==> src/hw/vlqm_pkg.sv <==
package vlqm_pkg;

    // ************************************************************
    // Register indices (byte address is four times the index)
    // ************************************************************
    localparam logic [5:0] VLQM_IDX_VAR_CTRL = 6'h1A;
    localparam logic [5:0] VLQM_IDX_VAR_DATA = 6'h1B;
    localparam logic [5:0] VLQM_IDX_LQM_CTRL = 6'h1D;
    localparam logic [5:0] VLQM_IDX_PCS_CFG = 6'h1F;
    localparam logic [5:0] VLQM_IDX_INT_CTRL = 6'h20;
    localparam logic [5:0] VLQM_IDX_THR_BASE = 6'h22;
    localparam logic [5:0] VLQM_THR_COUNT = 6'h0A;

    // ************************************************************
    // Field positions
    // ************************************************************
    localparam int unsigned VLQM_VC_READY_BIT = 15;
    localparam int unsigned VLQM_VC_FREEZE_BIT = 3;
    localparam int unsigned VLQM_VC_TIMER_LSB = 1;
    localparam int unsigned VLQM_VC_ENABLE_BIT = 0;
    localparam int unsigned VLQM_LQ_ENABLE_BIT = 15;
    localparam int unsigned VLQM_LQ_RESTART_LSB = 10;
    localparam int unsigned VLQM_PCS_SIGNAL_DETECT_OPTION_BIT = 8;
    localparam int unsigned VLQM_INT_LQ_ENABLE_BIT = 0;
    localparam int unsigned VLQM_NPARAM = 5;

    // Only the upper five warnings live in this block
    localparam logic [9:0] VLQM_WARN_MASK = 10'h3E0;

    // ************************************************************
    // Reset values
    // ************************************************************
    localparam logic [15:0] VLQM_ZERO16 = 16'h0000;
    localparam logic [15:0] VLQM_THR_HI_RST = 16'hFFFF;
    localparam logic [15:0] VLQM_THR_LO_RST = 16'h0000;
    localparam logic [31:0] VLQM_ZERO32 = 32'h0000_0000;

    // ************************************************************
    // Types
    // ************************************************************
    typedef logic [15:0] vlqm_param_t;

    // Adapted DSP parameters, most significant member is index 4
    typedef struct packed {
        vlqm_param_t freq_control;
        vlqm_param_t freq_offset;
        vlqm_param_t baseline_wander;
        vlqm_param_t digital_gain_control;
        vlqm_param_t equalizer_coefficient_one;
    } vlqm_dsp_t;

    // Variance readout half pointer
    typedef enum logic [1:0] {
        VLQM_RD_LOW = 2'b01,
        VLQM_RD_HIGH = 2'b10
    } vlqm_rd_state_t;

endpackage

==> src/hw/vlqm_top.sv <==
`timescale 1ns/1ps
module vlqm_top
    import vlqm_pkg::*;
(
    input wire logic clk_i,
    input wire logic rst_i,
    input wire logic cyc_i,
    input wire logic stb_i,
    input wire logic we_i,
    input wire logic [7:0] adr_i,
    input wire logic [3:0] sel_i,
    input wire logic [31:0] dat_i,
    input wire logic [31:0] var_sum_i,
    input wire logic var_new_i,
    input wire logic link_100_ok_i,
    input wire vlqm_dsp_t dsp_param_i,
    output logic ack_o,
    output logic [31:0] dat_o,
    output logic irq_o,
    output logic var_enable_o,
    output logic [1:0] var_timer_o,
    output logic var_restart_o,
    output logic dsp_restart_o,
    output logic link_drop_o
);

    // ************************************************************
    // Bus decode
    // ************************************************************
    logic ack_reg, req_take, wr_take, rd_take;
    logic [31:0] dat_reg, rdata;
    logic [5:0] idx;
    logic [15:0] wmask, wdat;

    // A request is taken once; ack blocks a second take of the same request
    assign req_take = cyc_i & stb_i & ~ack_reg;
    assign wr_take = req_take & we_i;
    assign rd_take = req_take & ~we_i;
    assign idx = adr_i[7:2];
    assign wmask = {{8{sel_i[1]}}, {8{sel_i[0]}}};
    assign wdat = dat_i[15:0];

    // Byte-lane merge for the 16-bit registers
    function automatic logic [15:0] merge16(input logic [15:0] old, input logic [15:0] nv,
                                            input logic [15:0] m);
        merge16 = (old & ~m) | (nv & m);
    endfunction

    // ************************************************************
    // Register state
    // ************************************************************
    logic [31:0] var_held_reg;
    logic var_ready_reg, var_freeze_reg, var_enable_reg, var_restart_reg;
    logic [1:0] var_timer_reg;
    vlqm_rd_state_t rd_state_reg;
    logic lq_enable_reg, pcs_sd_reg, int_en_reg, irq_reg, armed_reg, dsp_restart_reg, link_drop_reg;
    logic [4:0] lq_restart_reg, trig_prev_reg;
    logic [9:0] warn_reg;
    logic [15:0] vc_wr, lq_wr, thr_reg [10];
    logic var_ctrl_wr, data_rd, lq_read, freeze_rise;

    assign var_ctrl_wr = wr_take & (idx == VLQM_IDX_VAR_CTRL);
    assign data_rd = rd_take & (idx == VLQM_IDX_VAR_DATA);
    assign lq_read = rd_take & (idx == VLQM_IDX_LQM_CTRL);
    assign vc_wr = merge16({8'h00, 4'h0, var_freeze_reg, var_timer_reg, var_enable_reg},
                           wdat, wmask);
    assign lq_wr = merge16({lq_enable_reg, lq_restart_reg, 10'h000}, wdat, wmask);
    assign freeze_rise = var_ctrl_wr & vc_wr[VLQM_VC_FREEZE_BIT] & ~var_freeze_reg;

    // ************************************************************
    // Monitor comparators
    // ************************************************************
    vlqm_param_t [4:0] params;
    logic [9:0] viol, viol_act;
    logic [4:0] param_viol, trig, trig_rise;
    logic monitor_active, any_viol;

    assign params = dsp_param_i;
    // Enable counts only with a valid 100 Mb link
    assign monitor_active = lq_enable_reg & link_100_ok_i;

    // Strict compares: a high threshold at full scale or a low threshold at zero can never be crossed
    generate
        for (genvar k = 0; k < VLQM_NPARAM; k++) begin : g_cmp
            assign viol[2*k+1] = params[k] > thr_reg[2*k+1];
            assign viol[2*k] = params[k] < thr_reg[2*k];
            assign param_viol[k] = viol_act[2*k+1] | viol_act[2*k];
        end
    endgenerate

    assign viol_act = viol & {10{monitor_active}};
    assign any_viol = |viol_act;
    assign trig = param_viol & lq_restart_reg;
    assign trig_rise = trig & ~trig_prev_reg;

    // ************************************************************
    // Wishbone slave
    // ************************************************************
    // Read mux; unmapped addresses read as zero and still ack
    always_comb begin
        logic [5:0] thr_off;
        thr_off = idx - VLQM_IDX_THR_BASE;
        rdata = VLQM_ZERO32;
        case (idx)
            VLQM_IDX_VAR_CTRL: begin
                rdata[VLQM_VC_READY_BIT] = var_ready_reg;
                rdata[VLQM_VC_FREEZE_BIT] = var_freeze_reg;
                rdata[VLQM_VC_TIMER_LSB +: 2] = var_timer_reg;
                rdata[VLQM_VC_ENABLE_BIT] = var_enable_reg;
            end
            VLQM_IDX_VAR_DATA: begin
                rdata[15:0] = (rd_state_reg == VLQM_RD_HIGH) ? var_held_reg[31:16]
                                                              : var_held_reg[15:0];
            end
            VLQM_IDX_LQM_CTRL: begin
                rdata[15:0] = {lq_enable_reg, lq_restart_reg, warn_reg & VLQM_WARN_MASK};
            end
            VLQM_IDX_PCS_CFG: begin
                rdata[VLQM_PCS_SIGNAL_DETECT_OPTION_BIT] = pcs_sd_reg;
            end
            VLQM_IDX_INT_CTRL: begin
                rdata[VLQM_INT_LQ_ENABLE_BIT] = int_en_reg;
            end
            default: begin
                if (thr_off < VLQM_THR_COUNT) begin
                    rdata[15:0] = thr_reg[thr_off[3:0]];
                end
            end
        endcase
    end

    // Single-cycle answer: ack and data one edge after the take
    always_ff @(posedge clk_i) begin
        if (rst_i) begin
            ack_reg <= 1'b0;
            dat_reg <= VLQM_ZERO32;
        end else begin
            ack_reg <= req_take;
            dat_reg <= rd_take ? rdata : VLQM_ZERO32;
        end
    end

    // ************************************************************
    // Variance readout
    // ************************************************************
    // Capture a fresh sum when enabled and not frozen; a new sum beats a clear by reads
    always_ff @(posedge clk_i) begin
        if (rst_i) begin
            var_held_reg <= VLQM_ZERO32;
            var_ready_reg <= 1'b0;
        end else if (var_new_i & var_enable_reg & ~var_freeze_reg) begin
            var_held_reg <= var_sum_i;
            var_ready_reg <= 1'b1;
        end else if (data_rd & (rd_state_reg == VLQM_RD_HIGH)) begin
            var_ready_reg <= 1'b0;
        end
    end

    // Half pointer; setting freeze always restarts at the low half
    always_ff @(posedge clk_i) begin
        if (rst_i) begin
            rd_state_reg <= VLQM_RD_LOW;
        end else if (freeze_rise) begin
            rd_state_reg <= VLQM_RD_LOW;
        end else if (data_rd) begin
            case (rd_state_reg)
                VLQM_RD_LOW: rd_state_reg <= VLQM_RD_HIGH;
                VLQM_RD_HIGH: rd_state_reg <= VLQM_RD_LOW;
                default: rd_state_reg <= VLQM_RD_LOW;
            endcase
        end
    end

    // Control register; the restart pulse lets the timer reload its period
    always_ff @(posedge clk_i) begin
        if (rst_i) begin
            var_freeze_reg <= 1'b0;
            var_timer_reg <= 2'h0;
            var_enable_reg <= 1'b0;
            var_restart_reg <= 1'b0;
        end else begin
            var_restart_reg <= var_ctrl_wr;
            if (var_ctrl_wr) begin
                var_freeze_reg <= vc_wr[VLQM_VC_FREEZE_BIT];
                var_timer_reg <= vc_wr[VLQM_VC_TIMER_LSB +: 2];
                var_enable_reg <= vc_wr[VLQM_VC_ENABLE_BIT];
            end else if (data_rd & (rd_state_reg == VLQM_RD_HIGH)) begin
                var_freeze_reg <= 1'b0;
            end
        end
    end

    // ************************************************************
    // Link quality monitor
    // ************************************************************
    // Controls, option bit, interrupt enable
    always_ff @(posedge clk_i) begin
        if (rst_i) begin
            lq_enable_reg <= 1'b0;
            lq_restart_reg <= 5'h00;
            pcs_sd_reg <= 1'b0;
            int_en_reg <= 1'b0;
        end else if (wr_take) begin
            if (idx == VLQM_IDX_LQM_CTRL) begin
                lq_enable_reg <= lq_wr[VLQM_LQ_ENABLE_BIT];
                lq_restart_reg <= lq_wr[VLQM_LQ_RESTART_LSB +: 5];
            end
            if ((idx == VLQM_IDX_PCS_CFG) & sel_i[1]) begin
                pcs_sd_reg <= wdat[VLQM_PCS_SIGNAL_DETECT_OPTION_BIT];
            end
            if ((idx == VLQM_IDX_INT_CTRL) & sel_i[0]) begin
                int_en_reg <= wdat[VLQM_INT_LQ_ENABLE_BIT];
            end
        end
    end

    // Thresholds, one register per bound; reset to full scale (high) and zero (low) leaves them off
    generate
        for (genvar i = 0; i < 10; i++) begin : g_thr
            always_ff @(posedge clk_i) begin
                if (rst_i) begin
                    thr_reg[i] <= (i % 2 == 1) ? VLQM_THR_HI_RST : VLQM_THR_LO_RST;
                end else if (wr_take & (idx == VLQM_IDX_THR_BASE + 6'(i))) begin
                    thr_reg[i] <= merge16(thr_reg[i], wdat, wmask);
                end
            end
        end
    endgenerate

    // Sticky warnings, cleared by a read; a violation in that cycle wins
    always_ff @(posedge clk_i) begin
        if (rst_i) begin
            warn_reg <= 10'h000;
        end else begin
            warn_reg <= ((lq_read ? 10'h000 : warn_reg) | viol_act) & VLQM_WARN_MASK;
        end
    end

    // Interrupt fires once per arming; a monitor read re-arms it
    always_ff @(posedge clk_i) begin
        if (rst_i) begin
            irq_reg <= 1'b0;
            armed_reg <= 1'b1;
        end else if (~int_en_reg) begin
            irq_reg <= 1'b0;
            armed_reg <= armed_reg | lq_read;
        end else if (lq_read) begin
            irq_reg <= any_viol;
            armed_reg <= ~any_viol;
        end else if (armed_reg & any_viol) begin
            irq_reg <= 1'b1;
            armed_reg <= 1'b0;
        end
    end

    // Restart on a new qualified violation; a held fault restarts only once
    always_ff @(posedge clk_i) begin
        if (rst_i) begin
            trig_prev_reg <= 5'h00;
            dsp_restart_reg <= 1'b0;
            link_drop_reg <= 1'b0;
        end else begin
            trig_prev_reg <= trig;
            dsp_restart_reg <= |trig_rise;
            link_drop_reg <= (|trig_rise) & ~pcs_sd_reg;
        end
    end

    // ************************************************************
    // Outputs
    // ************************************************************
    assign ack_o = ack_reg;
    assign dat_o = dat_reg;
    assign irq_o = irq_reg;
    assign var_enable_o = var_enable_reg;
    assign var_timer_o = var_timer_reg;
    assign var_restart_o = var_restart_reg;
    assign dsp_restart_o = dsp_restart_reg;
    assign link_drop_o = link_drop_reg;
endmodule // vlqm_top

==> config.mk <==
export PLATFORM = sky130hd
export DESIGN_NAME = vlqm_top
export DESIGN_NICKNAME = d
export VERILOG_FILES = /design/src/hw/vlqm_pkg.sv /design/src/hw/vlqm_top.sv
export SDC_FILE = /design/constraint.sdc
export NUM_CORES = 1
export LEC_CHECK = 0
export BUFFER_PORTS_ARGS = -buffer_cell sky130_fd_sc_hd__clkbuf_2
export CAP_MARGIN = 10
export CORE_UTILIZATION = 30
export CTS_CLUSTER_SIZE = 25
export DETAILED_ROUTE_END_ITERATION = 8
export PLACE_DENSITY_LB_ADDON = 0.08
export SKIP_CTS_REPAIR_TIMING = 1
export SYNTH_ARGS = -nofsm -noshare
export SYNTH_HDL_FRONTEND = slang
export SYNTH_SLANG_ARGS = --single-unit
==> constraint.sdc <==
create_clock -name clk_i -period 6.13 [get_ports clk_i]
set_input_delay 1.226 -clock clk_i [delete_from_list [all_inputs] [get_ports clk_i]]
set_output_delay 1.226 -clock clk_i [all_outputs]
set_load 0.005 [all_outputs]
==> results of run 1 <==
logic make-up after synthesis:
family | after synthesis
and+or+nand+nor | 446
other | 1
AOI/OAI and AO/OA | 420
DFF | 239
adders and majority gates | 157
muxes | 57
buffers and inverters | 259
xor gates and xnor gates | 2
path summary, 6_finish.rpt:
| path | startpoint | to | slack, ns | depth (start not counted) |
|---|---|---|---|---|
| min reg2reg | var_held_reg[9] | var_held_reg[9] | 0.46 | 2 |
| max | adr_i[2] | thr_reg[9][7] | 2.75 | 6 |
| max reg2reg | thr_reg[5][14] | irq_o | 3.19 | 10 |
| min | var_held_reg[9] | var_held_reg[9] | 0.46 | 2 |
metal layers:
| metal | part of all wire [%] | vias up |
|---|---|---|
| met5 | 0 | - |
| met2 | 45 | 321 |
| li1 | - | 6048 |
| met1 | 48 | 6106 |
| met4 | 2.6 | 0 |
| met3 | 4.5 | 72 |
worst reg2reg max path, stage by stage, from the launching register on:
cell      delay (ns)
edfxtp_1        0.36
inv_1           0.12
ha_1            0.28
a21oi_1         0.14
nand2_1         0.07
a221o_1         0.33
o31ai_1         0.68
o41ai_1         0.25
buf_4           0.23
and4bb_1        0.30
a221oi_1        0.08
cell type report:
type	instances	area share, %
clock inverters	15	0.6333
diodes	1	0.01407
repair buffers	187	5.629
flip-flops and latches	239	35.91
inverters	161	3.399
well taps	672	4.728
clock buffers	43	5.312
multi-input cells	1098	44.37
cells in the final DEF (no fill, tap or decap), types with 5 or more instances in the layout:
cell	Yosys	final
nand2_1	168	168
clkbuf_2	1	163
inv_1	160	160
edfxtp_1	160	160
ha_1	157	157
a21oi_1	148	148
o21ai_0	98	98
o211ai_1	80	80
dfxtp_1	79	79
and3_1	61	61
nor2_1	63	60
clkbuf_16	0	34
nand3_1	32	32
mux4_2	32	32
nor2b_1	30	30
nand4_1	27	27
mux2i_1	25	25
a211oi_1	21	21
buf_4	21	20
nand2b_1	17	17
a211o_1	16	16
conb_1	1	16
a21o_1	10	10
nor3_1	8	8
a31oi_1	6	6
clkinv_2	0	6
clkbuf_8	0	6
nor3b_1	5	5
and4_1	5	5
a21boi_0	5	5
clkinv_1	0	5
power groups by stage:
stage	clock (uW)	sequential, uW	combinational (uW)
after floorplan	0	1770	268
after global placement	0	1780	467
after detailed placement	0	1780	470
after CTS	1930	1750	474
after global routing	1990	1750	519
final	1890	1750	471
metrics by stage:
step / hold WS, ns / area [um^2] / instances
floorplan: 0.4111 / 15330 / 1596
global placement: 0.4417 / 16720 / 2357
detailed placement: 0.4493 / 16720 / 2357
CTS: 0.4581 / 17780 / 2415
global route: 0.4740 / 17780 / 2415
finish: 0.4563 / 17780 / 2416
==> summary.md, run 1 <==
| Metric | Value |
|---|---|
| Most common cell in the netlist | nand2_1 |
| Hold Crit Class | reg2reg |
| Global route overflow | 0 |
| EDFF count, synth | 160 |
| # clock sinks | 239 |
| Crit path kind | in2reg |
| Met3 Usage GRT | 2.697% |
| Worst-path clk slew | 0.06 ns |
| Sw Ratio | 26.73% |
| # nets final | 2038 |
| Post-synthesis cell count | 1581 |
| Yosys reg bits | 239 |
| P&R area growth vs syn | 16.45% |
| # port buffers | 166 |
| Post-DP HPWL | 41520 um |
| DRT antenna net count | 0 |
| Post-route setup slack | 2.745 ns |
| H-tree depth | 1 |
| Ys async rst share | 0% |
| PD cells | 230.8 mW/mm^2 |
| Worst-skew pair later-pin latency | 0.60 ns |
| Worst clock skew | 0.02119 ns |
| Simple-gate share of the synthesized area | 14.81% |
| Leakage power | 0.007590 uW |
| Met2 usage | 35.15% |
| Core Util, Final | 35.44% |
| CP top delay family | buffers and inverters |
| CTS tree | yes |
| IO Pins | 203 |
| Worst slew pin tran | 1.141 ns |
| Post-synthesis mux area share | 6.359% |
| Antenna violations before repair | 1 |
| Reg area | 0.006386 mm^2 |
| CP Launch Type | input pin |
| Number of global-route vias before repair | 12.39k |
| Mapped cell area | 0.01527 mm^2 |
| Overall Power | 4103 uW |
| Seq pwr share | 42.5% |
| Drt pass-1 iters | 4 |
| Sequential area share after synthesis | 41.82% |
| Worst EP arrival | 3.67 ns |
| Crit path max fanout | 30 |
| Routed wire length | 56320 um |
| CP Capture Type | register |
| Synth unique cells | 71 |
| Clk buf depth | 3 |
| Worst-case vdd ir drop | 0.1883 mV |
| Required @ worst endpoint | 6.42 ns |
| Fmax | 295.4 MHz |
| Primary FF master, synth | edfxtp_1 |
| Die width | 227.6 um |
| Pre-CTS WS | 2.083 ns |
| Status | finished clean |
| Synth Area in Compound Gates | 16.97% |
| Yosys warnings | 0 |
| Final worst-path cycle share | 55.22% |
| Die ar. | 0.05180 mm^2 |
| Root Driver | clkbuf_16 |
| Post-DR wirelength/cell | 23.31 um |
| Fillers | 5131 |
| DRC viols | 0 |
| Setup violators final | 0 |
| Post-Synth Adder-Cell Area | 12.86% |
| Post-synthesis area per instance | 9.658 um^2 |
| Most Frequent Cell on Critical Path | buf_4 |
| Sw power | 1097 uW |
| Pint | 3007 uW |
| Vias | 12.55k |
| Die H | 227.6 um |
| Logic pwr share | 11.5% |
| Initial Util | 30.44% |
| Layout cells sized above 1 | 16.58% |
| Leading area contributor after synthesis | edfxtp_1 |
| Vias per cell | 5.193 |
| Clock Power Share | 46.0% |
| Commonest cells post-synth | nand2_1 (168), edfxtp_1 (160), inv_1 (160), ha_1 (157), a21oi_1 (148) |
| Crit path max-delay cell type | nor3_4 |
| Final hold vios | 0 |
| Synth area leaders | edfxtp_1 (31%), ha_1 (13%), dfxtp_1 (10%) |
| Yosys top cell area share | 31.47% |
| Worst Path Buf+Inv | 3 |
| Xor and xnor area share after synthesis | 0.1147% |
| M1 GR Usage | 30.45% |
| Crit-path max cell delay | 0.73 ns |
| Main combinational cell family by area after synthesis | compound AO/OA/AOI/OAI gates |
| Fin crit period | 3.385 ns |
| Slew HR | 23.96% |
| Crit path cell chain | buf_2 > buf_4 > buf_4 > nand2_1 > nor3_4 > o211ai_1 |
| Multi-input gate area | 0.007890 mm^2 |
| DR iter-0 viols | 945 |
| First-pass GRT wire length | 82120 um |
| Largest net degree at the start of global routing | 65 |
| Final GP Congestion | 0.8509 |
| Max reg flops | 160 |
| Cts bufs inserted | 31 |
| Max Slew Vio Count | 0 |
| RSZ-0062 raised after global routing | false |
| Gr usage total | 21.76% |
| Setup TNS | 0 ns |
| CORE AREA | 0.05017 mm^2 |
| Busiest grt layer | met2 |
| Row cnt | 82 |
| Max_cap viols | 0 |
Note: power is estimated with default switching activity, not from simulation.
==> run 2, diff against run 1 <==
- clock period: 6.13 -> 2.8 ns (I/O delays scaled with it)
==> run 2 against run 1 <==
Effect of this change:
- register-to-register slack worse by 3.0 ns
- cell area grew 3.6%
- sequential cell count did not move
- largest power group unchanged
- wire length rose by 1.5%
- clock power grew 120%
- via count increased by 2.6%
- non-clock buffer count rose by 71
- total power up 120%
==> summary.md, run 2 (same netlist as run 1, synthesis figures left out) <==
| Metric | Value |
|---|---|
| Vias per cell | 5.173 (was 5.193) |
| Worst-case vdd ir drop | 0.3344 mV (was 0.1883 mV) |
| Overall Power | 9166 uW (was 4103 uW) |
| Worst slew pin tran | 0.7692 ns (was 1.141 ns) |
| Die width | 227.6 um (unchanged) |
| Initial Util | 30.44% (unchanged) |
| Reg area | 0.006386 mm^2 (unchanged) |
| Worst Path Buf+Inv | 2 (was 3) |
| Antenna violations before repair | 1 (unchanged) |
| Cts bufs inserted | 34 (was 31) |
| Global route overflow | 0 (unchanged) |
| Root Driver | clkbuf_16 (unchanged) |
| Gr usage total | 22.31% (was 21.76%) |
| Die H | 227.6 um (unchanged) |
| CTS tree | yes (unchanged) |
| Setup violators final | 0 (unchanged) |
| # port buffers | 166 (unchanged) |
| CORE AREA | 0.05017 mm^2 (unchanged) |
| Worst clock skew | 0.03280 ns (was 0.02119 ns) |
| Number of global-route vias before repair | 12.58k (was 12.39k) |
| Status | finished clean (unchanged) |
| DRT antenna net count | 0 (unchanged) |
| Final GP Congestion | 0.8519 (was 0.8509) |
| Max_cap viols | 0 (unchanged) |
| Worst EP arrival | 3.10 ns (was 3.67 ns) |
| Row cnt | 82 (unchanged) |
| Post-DP HPWL | 42790 um (was 41520 um) |
| P&R area growth vs syn | 20.63% (was 16.45%) |
| CP top delay family | compound AO/OA/AOI/OAI gates (was buffers and inverters) |
| Crit path max fanout | 3 (was 30) |
| Largest net degree at the start of global routing | 58 (was 65) |
| Crit-path max cell delay | 0.51 ns (was 0.73 ns) |
| Die ar. | 0.05180 mm^2 (unchanged) |
| Vias | 12.87k (was 12.55k) |
| CP Launch Type | register (was input pin) |
| Drt pass-1 iters | 5 (was 4) |
| CP Capture Type | register (unchanged) |
| Post-DR wirelength/cell | 22.98 um (was 23.31 um) |
| Leakage power | 0.007963 uW (was 0.007590 uW) |
| Final worst-path cycle share | 94.43% |
| Max reg flops | 160 (unchanged) |
| H-tree depth | 2 (was 1) |
| Ant diodes | 0 (was 1) |
| DRC viols | 0 (unchanged) |
| Layout cells sized above 1 | 19.77% (was 16.58%) |
| Max Slew Vio Count | 0 (unchanged) |
| Required @ worst endpoint | 3.26 ns (was 6.42 ns) |
| # nets final | 2112 (was 2038) |
| Worst-path clk slew | 0.06 ns (about the same) |
| Worst-skew pair later-pin latency | 0.57 ns (was 0.60 ns) |
| IO Pins | 203 (unchanged) |
| RSZ-0062 raised after global routing | false (unchanged) |
| Crit path max-delay cell type | a2111oi_0 (was nor3_4) |
| Most common cell after layout, fill and taps aside | nand2_1 (unchanged) |
| Final hold vios | 0 (unchanged) |
| First-pass GRT wire length | 83180 um (was 82120 um) |
| Crit path kind | reg2reg (was in2reg) |
| Crit path cell chain | inv_1 > ha_1 > a21oi_1 > a21boi_0 > a2111oi_0 > buf_4 > nand3_1 > nand2b_1 > and4bb_1 > a211o_1 (was buf_2 > buf_4 > buf_4 > nand2_1 > nor3_4 > o211ai_1) |
| Multi-input gate area | 0.007884 mm^2 (was 0.007890 mm^2) |
| Post-route insts no fill | 2488 (was 2416) |
| Dpl cells | 2428 (was 2357) |
| Slew HR | 48.72% (was 23.96%) |
| DR iter-0 viols | 815 (was 945) |
| Routed wire length | 57170 um (was 56320 um) |
| Most frequent cells in the layout | nand2_1 (168), clkbuf_2 (163), inv_1 (160), edfxtp_1 (160), ha_1 (157) (unchanged) |
| # clock sinks | 239 (unchanged) |
| Fin crit period | 2.644 ns |
| Fmax | 378.2 MHz |
| Hold Crit Class | in2reg (was reg2reg) |
| PD cells | 497.6 mW/mm^2 (was 230.8 mW/mm^2) |
| Fillers | 5082 (was 5131) |
| Clk buf depth | 3 (unchanged) |
[run 2: worst paths after layout]
| kind | start | to | slack, ns | depth (start not counted) |
|---|---|---|---|---|
| setup / recovery | thr_reg[6][14] | armed_reg | 0.16 | 10 |
| hold / removal | var_sum_i[4] | var_held_reg[4] | 0.22 | 3 |
| setup reg to reg | thr_reg[6][14] | armed_reg | 0.16 | 10 |
| hold reg to reg | pcs_sd_reg | link_drop_o | 0.45 | 1 |
[run 2: area by class of cell]
type | count | area share, %
clock buffer | 48 | 5.176
clock inverter | 12 | 0.7064
inverter | 161 | 3.281
multi-input combinational | 1098 | 42.80
sequential | 239 | 34.67
tap | 672 | 4.565
timing repair buffer | 258 | 8.803
[run 2: stage by stage]
step / area, um^2 / setup WS, ns / TNS, ns / utilization, % / hold slack, ns
floorplan: 15330 / 0.2142 / 0 / - / 0.4111
global placement: 17330 / -0.1645 / -0.3991 / 34.54 / 0.4403
detailed placement: 17330 / -0.1332 / -0.4125 / 34.54 / 0.4399
CTS: 18410 / 0.1266 / 0 / 36.70 / 0.1787
global route: 18420 / 0.01849 / 0 / 36.71 / 0.2058
finish: 18420 / 0.1561 / 0 / 36.71 / 0.2150
[run 2: worst register-to-register path: cells and delay by family (launching register included)]
| kind | cells | cell delay (ns) |
|---|---|---|
| adders and majority gates | 1 | 0.30 |
| AOI/OAI and AO/OA | 4 | 1.01 |
| and+or+nand+nor | 3 | 0.55 |
| DFF | 1 | 0.36 |
| buffers and inverters | 2 | 0.36 |
[run 2: power breakdown]
group	switching, uW	total, uW	internal (uW)
Combinational	703	1110	407
Sequential	24.9	3820	3800
Clock	1750	4230	2490
[run 2: metal layers]
layer,track usage (%),wire (um),up-vias
met5,0,13,-
met4,7.989,1768,2
li1,-,-,6195
met3,4.066,3229,81
met2,35.77,25960,338
met1,29.94,26200,6255
